--- config.mk ---
export PLATFORM = sky130hd
export DESIGN_NAME = brwcr_regs
export DESIGN_NICKNAME = d
export VERILOG_FILES = /design/src/hw/brwcr_pkg.sv /design/src/hw/brwcr_capture.sv /design/src/hw/brwcr_regs.sv
export SDC_FILE = /design/constraint.sdc
export NUM_CORES = 1
export LEC_CHECK = 0
export BUFFER_PORTS_ARGS = -buffer_cell sky130_fd_sc_hd__buf_4
export CAP_MARGIN = 20
export CORE_ASPECT_RATIO = 0.8
export CORE_MARGIN = 3
export CORE_UTILIZATION = 47
export DETAILED_ROUTE_END_ITERATION = 12
export PLACE_DENSITY_LB_ADDON = 0.08
export SETUP_SLACK_MARGIN = 0.4
export SLEW_MARGIN = 15
export SYNTH_ARGS = -nofsm -noshare
export SYNTH_HDL_FRONTEND = slang
export SYNTH_SLANG_ARGS = --single-unit
--- constraint.sdc ---
create_clock -name clk -period 2.1 [get_ports clk]
set_clock_uncertainty 0.2 [all_clocks]
set_input_delay 0.21 -clock clk [delete_from_list [all_inputs] [get_ports clk]]
set_output_delay 0.21 -clock clk [all_outputs]
set_load 0.02 [all_outputs]
--- src/hw/brwcr_pkg.sv ---
// brwcr_pkg: offsets, field positions, reset values, timing and state codes
// for the self-test status, reset control and wake-up control registers.
// assumes a 16-bit host register port with byte addresses and byte enables.
package brwcr_pkg;

    // register port geometry
    localparam int ADDR_W = 12;
    localparam int DATA_W = 16;

    // register offsets
    localparam logic [ADDR_W-1:0] STATUS_OFS = 12'h124;
    localparam logic [ADDR_W-1:0] GCTRL_OFS = 12'h126;
    localparam logic [ADDR_W-1:0] WAKE_OFS = 12'h12a;

    // memory_selftest_status fields
    localparam int ST_DONE_BIT = 15;
    localparam int ST_TX_CMP_BIT = 12;
    localparam int ST_TX_FAIL_BIT = 11;
    localparam int ST_TX_CNT_LSB = 8;
    localparam int ST_RX_CMP_BIT = 4;
    localparam int ST_RX_FAIL_BIT = 3;
    localparam int ST_RX_CNT_LSB = 0;
    localparam int FAIL_CNT_W = 3;

    // global_reset_control fields
    localparam int GC_BIST_START_BIT = 3;
    localparam int GC_QM_RESET_BIT = 1;
    localparam int GC_SOFT_RESET_BIT = 0;
    localparam logic [DATA_W-1:0] GCTRL_RST = 16'h0000;

    // wakeup_frame_control fields
    localparam int WF_MAGIC_BIT = 7;
    localparam int WF_PAT_LSB = 0;
    localparam int WF_PAT_N = 4;
    localparam logic WF_MAGIC_RST = 1'b0;
    localparam logic [WF_PAT_N-1:0] WF_PAT_RST = 4'h0;

    // byte lanes
    localparam int LANE_W = 8;
    localparam int LANE_LO = 0;
    localparam int LANE_HI = 1;

    // soft reset hold time
    localparam int SOFT_RST_HOLD_MS = 10;
    localparam int CLK_KHZ = 250000;
    localparam int SOFT_RST_HOLD_CYC = SOFT_RST_HOLD_MS * CLK_KHZ;

    // self-test tracker
    typedef enum logic [2:0] {
        BRWCR_ST_RUN = 3'b001,
        BRWCR_ST_DONE = 3'b010,
        BRWCR_ST_HALT = 3'b100
    } brwcr_st_e;

endpackage

--- src/hw/brwcr_capture.sv ---
// brwcr_capture: holds the outcome of one packet memory self-test.
// assumes the test engine pulses done for one cycle with fail and count valid.
`timescale 1ns/1ps
`default_nettype none

module brwcr_capture
    import brwcr_pkg::*;
#(
    parameter int CNT_W = FAIL_CNT_W
)
(
    // clock and reset
    input wire logic clk,
    input wire logic resetn,
    // control
    input wire logic clear,
    // test engine result
    input wire logic done,
    input wire logic fail,
    input wire logic [CNT_W-1:0] fail_count,
    // held result
    output logic complete_q,
    output logic failed_q,
    output logic [CNT_W-1:0] count_q
);

    // a result landing in the clearing cycle is kept: set wins over clear
    always_ff @(posedge clk or negedge resetn)
    begin
        if (!resetn)
        begin
            complete_q <= 1'b0;
            failed_q <= 1'b0;
            count_q <= '0;
        end
        else if (done)
        begin
            complete_q <= 1'b1;
            failed_q <= fail;
            count_q <= fail_count;
        end
        else if (clear)
        begin
            complete_q <= 1'b0;
            failed_q <= 1'b0;
            count_q <= '0;
        end
    end

endmodule

`default_nettype wire

--- src/hw/brwcr_regs.sv ---
// brwcr_regs: self-test status, global/queue reset control and wake-up enables.
// assumes a synchronous host register port; the test engine, queue manager
// and wake-up detectors sit outside and follow the levels driven here.
//
// Functional notes
// - Both memory self-test outcomes are readable in a read-only status register.
// - Status bit 15 reads 0 while the self-test runs and 1 once both tests completed without a stop.
// - Status bit 12 reads 1 once the transmit memory test completed.
// - Status bit 11 reads 1 when the transmit memory test completed with a failure.
// - Status bits 10:8 are nonzero when the transmit test saw a failed count.
// - Status bit 4 reads 1 once the receive memory test completed.
// - Status bit 3 reads 1 when the receive memory test failed.
// - Status bits 2:0 are nonzero when the receive test saw a failed count.
// - Reset control bit 3 written 1 starts the self-test and written 0 stops it.
// - While reset control bit 1 is set the queue manager is flushed and reset.
// - While reset control bit 0 is set all registers return to default.
// - The global soft reset bit never clears itself; software holds it 10 ms.
// - Wake-up control bit 7 enables magic-packet detection.
// - Wake-up control bits 3:0 enable wake-up frame patterns 0 to 3.
`timescale 1ns/1ps
`default_nettype none

module brwcr_regs
    import brwcr_pkg::*;
#(
    parameter int HOLD_CYC = SOFT_RST_HOLD_CYC
)
(
    // clock and reset
    input wire logic clk,
    input wire logic resetn,
    // host register port
    input wire logic [ADDR_W-1:0] reg_addr,
    input wire logic reg_wr,
    input wire logic reg_rd,
    input wire logic [1:0] reg_be,
    input wire logic [DATA_W-1:0] reg_wdata,
    output logic [DATA_W-1:0] reg_rdata,
    // memory self-test engine
    input wire logic tx_test_done,
    input wire logic tx_test_fail,
    input wire logic [FAIL_CNT_W-1:0] tx_test_fail_count,
    input wire logic rx_test_done,
    input wire logic rx_test_fail,
    input wire logic [FAIL_CNT_W-1:0] rx_test_fail_count,
    output logic bist_run,
    // reset controls
    output logic queue_manager_flush,
    output logic global_soft_reset,
    output logic soft_reset_hold_met,
    // wake-up detection enables
    output logic magic_packet_detect_enable,
    output logic wake_pattern0_enable,
    output logic wake_pattern1_enable,
    output logic wake_pattern2_enable,
    output logic wake_pattern3_enable
);

    localparam int HOLD_W = $clog2(HOLD_CYC + 1);
    localparam logic [HOLD_W-1:0] HOLD_LAST = HOLD_W'(HOLD_CYC);

    logic [DATA_W-1:0] gctrl_q;
    logic [DATA_W-1:0] gctrl_d;
    logic magic_q;
    logic [WF_PAT_N-1:0] pat_q;
    logic [DATA_W-1:0] rdata_q;
    logic [HOLD_W-1:0] hold_cnt_q;
    logic hold_met_q;
    brwcr_st_e state_q;
    brwcr_st_e state_d;

    logic tx_cmp;
    logic tx_failed;
    logic [FAIL_CNT_W-1:0] tx_cnt;
    logic rx_cmp;
    logic rx_failed;
    logic [FAIL_CNT_W-1:0] rx_cnt;

    // byte-lane merge of a write into a stored word
    function automatic logic [DATA_W-1:0] merge(
        input logic [DATA_W-1:0] old,
        input logic [DATA_W-1:0] wdata,
        input logic [1:0] be
    );
        logic [DATA_W-1:0] res;
        res = old;
        if (be[LANE_LO])
            res[LANE_W-1:0] = wdata[LANE_W-1:0];
        if (be[LANE_HI])
            res[DATA_W-1:LANE_W] = wdata[DATA_W-1:LANE_W];
        return res;
    endfunction

    // address decode
    wire sel_status = (reg_addr == STATUS_OFS);
    wire sel_gctrl = (reg_addr == GCTRL_OFS);
    wire sel_wake = (reg_addr == WAKE_OFS);
    wire wr_gctrl = reg_wr && sel_gctrl;
    wire wr_wake_lo = reg_wr && sel_wake && reg_be[LANE_LO];
    wire gsr = gctrl_q[GC_SOFT_RESET_BIT];

    // while the soft reset is held only its own bit stays writable, so software
    // can release it; everything else is forced to default
    wire [DATA_W-1:0] gctrl_wr = merge(gctrl_q, reg_wdata, reg_be);
    always_comb
    begin
        gctrl_d = gctrl_q;
        if (wr_gctrl)
            gctrl_d = gctrl_wr;
        if (gsr)
        begin
            gctrl_d = GCTRL_RST;
            gctrl_d[GC_SOFT_RESET_BIT] = wr_gctrl ? gctrl_wr[GC_SOFT_RESET_BIT] : 1'b1;
        end
    end

    wire start_new = gctrl_d[GC_BIST_START_BIT] && !gctrl_q[GC_BIST_START_BIT];
    wire stop_req = !gctrl_d[GC_BIST_START_BIT] && gctrl_q[GC_BIST_START_BIT];
    wire cap_clear = gsr || start_new;
    wire both_cmp = tx_cmp && rx_cmp;

    // self-test tracker: a fresh start wins over completion and stop
    always_comb
    begin
        state_d = state_q;
        unique case (state_q)
            BRWCR_ST_RUN:
            begin
                if (stop_req)
                    state_d = BRWCR_ST_HALT;
                else if (both_cmp && !cap_clear)
                    state_d = BRWCR_ST_DONE;
            end
            BRWCR_ST_DONE, BRWCR_ST_HALT:
                state_d = state_q;
        endcase
        if (cap_clear)
            state_d = BRWCR_ST_RUN;
    end

    always_ff @(posedge clk or negedge resetn)
    begin
        if (!resetn)
        begin
            gctrl_q <= GCTRL_RST;
            state_q <= BRWCR_ST_RUN;
        end
        else
        begin
            gctrl_q <= gctrl_d;
            state_q <= state_d;
        end
    end

    // wake-up enables; writes are ignored while the global soft reset is held
    always_ff @(posedge clk or negedge resetn)
    begin
        if (!resetn)
        begin
            magic_q <= WF_MAGIC_RST;
            pat_q <= WF_PAT_RST;
        end
        else if (gsr)
        begin
            magic_q <= WF_MAGIC_RST;
            pat_q <= WF_PAT_RST;
        end
        else if (wr_wake_lo)
        begin
            magic_q <= reg_wdata[WF_MAGIC_BIT];
            pat_q <= reg_wdata[WF_PAT_LSB +: WF_PAT_N];
        end
    end

    // counts how long the soft reset has been held; the flag tells software
    // the hold time has passed without it having to keep its own timer
    always_ff @(posedge clk or negedge resetn)
    begin
        if (!resetn)
        begin
            hold_cnt_q <= '0;
            hold_met_q <= 1'b0;
        end
        else if (!gsr)
        begin
            hold_cnt_q <= '0;
            hold_met_q <= 1'b0;
        end
        else if (hold_cnt_q != HOLD_LAST)
        begin
            hold_cnt_q <= hold_cnt_q + HOLD_W'(1);
            hold_met_q <= 1'b0;
        end
        else
        begin
            hold_met_q <= 1'b1;
        end
    end

    // per-memory result holders
    brwcr_capture #(.CNT_W(FAIL_CNT_W)) u_tx_cap (
        .clk(clk), .resetn(resetn), .clear(cap_clear),
        .done(tx_test_done), .fail(tx_test_fail), .fail_count(tx_test_fail_count),
        .complete_q(tx_cmp), .failed_q(tx_failed), .count_q(tx_cnt)
    );

    brwcr_capture #(.CNT_W(FAIL_CNT_W)) u_rx_cap (
        .clk(clk), .resetn(resetn), .clear(cap_clear),
        .done(rx_test_done), .fail(rx_test_fail), .fail_count(rx_test_fail_count),
        .complete_q(rx_cmp), .failed_q(rx_failed), .count_q(rx_cnt)
    );

    // status word; reserved bits read 0
    logic [DATA_W-1:0] status_w;
    always_comb
    begin
        status_w = '0;
        status_w[ST_DONE_BIT] = (state_q == BRWCR_ST_DONE);
        status_w[ST_TX_CMP_BIT] = tx_cmp;
        status_w[ST_TX_FAIL_BIT] = tx_failed;
        status_w[ST_TX_CNT_LSB +: FAIL_CNT_W] = tx_cnt;
        status_w[ST_RX_CMP_BIT] = rx_cmp;
        status_w[ST_RX_FAIL_BIT] = rx_failed;
        status_w[ST_RX_CNT_LSB +: FAIL_CNT_W] = rx_cnt;
    end

    logic [DATA_W-1:0] wake_w;
    always_comb
    begin
        wake_w = '0;
        wake_w[WF_MAGIC_BIT] = magic_q;
        wake_w[WF_PAT_LSB +: WF_PAT_N] = pat_q;
    end

    // unmapped offsets read 0; read data held until the next read
    wire [DATA_W-1:0] rd_mux = sel_status ? status_w :
                               sel_gctrl ? gctrl_q :
                               sel_wake ? wake_w : '0;

    always_ff @(posedge clk or negedge resetn)
    begin
        if (!resetn)
            rdata_q <= '0;
        else if (reg_rd)
            rdata_q <= rd_mux;
    end

    assign reg_rdata = rdata_q;
    assign bist_run = state_q[0];
    assign queue_manager_flush = gctrl_q[GC_QM_RESET_BIT];
    assign global_soft_reset = gsr;
    assign soft_reset_hold_met = hold_met_q;
    assign magic_packet_detect_enable = magic_q;
    assign wake_pattern0_enable = pat_q[0];
    assign wake_pattern1_enable = pat_q[1];
    assign wake_pattern2_enable = pat_q[2];
    assign wake_pattern3_enable = pat_q[3];
endmodule

`default_nettype wire

==> flow_summary.yaml <==
global_route:
  met3_usage_pct: 5.29
  grt_busiest_layer: "met1"
  grt_overflow: 0
  grt_max_degree: 41
  grtUsageTotal_pct: 23.9
  antenna_found_initial: 0
  grt_pass1_vias: 3156
  grt_use_met1_pct: 37.9
  grt.met2_usage_pct: 32.7
  grt_pass1_wl_um: 16000
floorplan:
  core-area_um2: 7060
  die_area_um2: 8540
  die_w_um: 103
  ios: 69
  die_y_um: 83.3
  rows: 27
  start_util_pct: 49.7
yosys:
  synth_ff_type: "dfrtp_1"
  netlist_area_um2: 3510
  synth_nets: 391
  yosys_warnings: 0
  syn_avg_cell_area_um2: 10.2
  async_flop_share_pct: 100
  synthDistinctLibCells: 44
  yosysSeqAreaShare_pct: 52.1
  synth_edf_count: 0
  syn_inst: 345
  synth_seq_cells: 73
sta:
  holdWs_ns: 0.0226
  min_period_over_period_pct: 94.9
  report.final.slew_viol_count: 0
  finalSetupViolCount: 0
  rsz0062_at_grt: "true"
  tightest_slew_ns: 0.480
  slew_headroom_pct: 67.9
  max_freq_mhz: 502
  tns_ns: 0
  timing.final.hold_violations: 0
  fin_crit_ns: 1.99
route:
  first_iter_violations: 317
  dr.pass1.iters: 5
  drcViolationCount: 0
  drt-total-wl_um: 10600
  avgViaCountPerCell: 5.93
  wire_per_inst_um: 18.5
  drtAntennaViolNets: 0
  vias: 3394
critical_path:
  cp-startpoint: "hold_cnt_q[16]"
  worst_path_largest_cell_delay_ns: 0.50
  cp_data_required_time_ns: 2.17
  crit_end: "hold_cnt_q[1]"
  crit_path_end_kind: "flop"
  reg2reg_to: "hold_cnt_q[1]"
  r2r_start: "hold_cnt_q[16]"
  reg2reg_slack_ns: 0.11
  cp.arrival_ns: 2.07
  cp_max_fo: 7
  worstSetupPathType: "reg2reg"
  cp_slowest_cell: "dfrtp_1"
  start_kind: "flop"
  path_cells: "nor4_2 > nand4_1 > nor4_4 > mux2i_1"
  reg2reg_depth: 4
final_layout:
  fin_area_um2: 5060
  diodes: 0
  syn_to_final_growth_pct: 44.2
  nNetsFinal: 526
  drive_above_1_share_pct: 35.1
  stdcell_count: 572
clock_tree:
  path_clk_slew_ns: 0.08
  cts_buffers: 9
  cts.sinks: 73
  clk_path_buf_depth: 2
  cts_tree: "yes"
  root_buffer: "clkbuf_8"
  clock_latency_ns: 0.35
  htree_levels: 3
place:
  dp_cells: 505
  gp_congestion: 0.877
  dpl.hpwl_um: 6620
  placedInstanceArea_um2: 4250
  portBuffers: 68
run:
  maxCapViolations: 0
power_and_ir_drop:
  total_power_mw: 3.29
  p_per_area_nw_per_um2: 652
  leakagePower_nw: 2.21
  ir_worst_vdd_mv: 0.560
outcome:
  status: "finished, final reports clean"
hold_path:
  hp-class: "in2reg"
-- routing by layer --
metal | wire length (um) | vias to the layer above
li1 | - | 1576
met1 | 4960 | 1662
met2 | 4780 | 138
met3 | 679 | 18
met4 | 133 | 0
met5 | 0 | -
-- Yosys cell counts (8+ instances only) --
| library cell | number | area share, % |
|---|---|---|
| nor2b_1 | 12 | 2.1 |
| a32o_1 | 8 | 2.3 |
| clkbuf_1 | 14 | 1.5 |
| dfrtp_1 | 72 | 51 |
| nand2_1 | 12 | 1.3 |
| a21oi_1 | 31 | 4.4 |
| a22o_1 | 8 | 2.0 |
| o21ai_0 | 26 | 3.7 |
| nor2_1 | 16 | 1.7 |
| nand3_1 | 35 | 5.0 |
| nand4_1 | 11 | 2.0 |
-- worst min-delay path by stage --
stage,endpoint,startpoint,depth (start not counted)
floorplan,asynchronous set/reset pin,resetn,0
global placement,hold_cnt_q[19],resetn,1
detailed placement,hold_cnt_q[19],resetn,1
CTS,reg_rdata[2],reg_addr[1],3
global route,state_q[0],reg_wdata[3],4
finish,state_q[0],reg_wdata[3],4
-- report_power, final --
part	leakage (nW)	total, mW	internal, mW	switching, mW
logic	1.14	0.601	0.316	0.285
registers	0.976	1.61	1.48	0.122
clock network	0.0920	1.09	0.543	0.544
total	2.21	3.29	2.34	0.952
-- logic make-up after synthesis --
kind of cell,count (synthesis),share of synthesized area [%]
AOI/OAI and AO/OA,104,19.8
xor gates and xnor gates,11,2.75
adders and majority gates,2,0.714
buffers and inverters,27,3.11
DFF,73,52.1
muxes,2,0.571
and+or+nand+nor,126,20.9
-- critical path: cells and delay by family (launching register included) --
kind / cells / cell delay (ns)
flip-flops: 1 / 0.50
AND/OR/NAND/NOR: 3 / 0.99
multiplexers: 1 / 0.22
-- metrics by stage --
| step | util, % | setup slack (ns) |
|---|---|---|
| 2_1_floorplan | - | 0.252 |
| 3_5_place_dp | 60.2 | 0.0678 |
| 6_report | 71.6 | 0.108 |
| 5_1_grt | 71.6 | 0.00986 |
| 3_3_place_gp | 60.2 | 0.157 |
| 4_1_cts | 69.1 | 0.199 |
-- layout by cell type (no fill, tap or decap), types with 4 or more instances in the layout --
master           n
o31ai_1          5
nor3b_1          4
o21ai_0         26
a221o_1          7
nand3_1         33
a22o_1           8
nor2_1          15
a22oi_1          4
dfrtp_2          4
nand2_1         11
buf_4          114
nand4_1         11
clkbuf_8         9
a21oi_2          6
xor2_1           5
a32o_1           8
dfrtp_1         68
nor2b_1         11
a21oi_1         25
inv_1            7
o2bb2ai_1        4
dlygate4sd3_1   27
xnor2_1          6
-- layout make-up --
| type | count | area, um^2 |
|---|---|---|
| Clock buffer | 10 | 128 |
| Clock inverter | 6 | 60.1 |
| Fill cell | 511 | 2000 |
| Inverter | 7 | 26.3 |
| Multi-Input combinational cell | 245 | 1730 |
| Sequential cell | 73 | 1830 |
| Tap cell | 87 | 109 |
| Timing Repair Buffer | 144 | 1170 |
-- repair_timing --
action / in CTS / in global routing
hold buffers: 27 / 0
gates resized for setup: 13 / 24
buffers inserted: 14 / 10
pin swaps: 11 / 7
hold endpoints to repair: 83 / 0
endpoints found under the setup margin: 11 / 31
-- flip-flops by register name, indices dropped and copies added, names as in the netlist, 3 cells and up, named ones only --
register          cells
reg_rdata            16
pat_q                 4
hold_cnt_q           22
state_q               3
u_rx_cap.count_q      3
gctrl_q              15
u_tx_cap.count_q      3
Note: power is estimated with default switching activity, not from simulation.
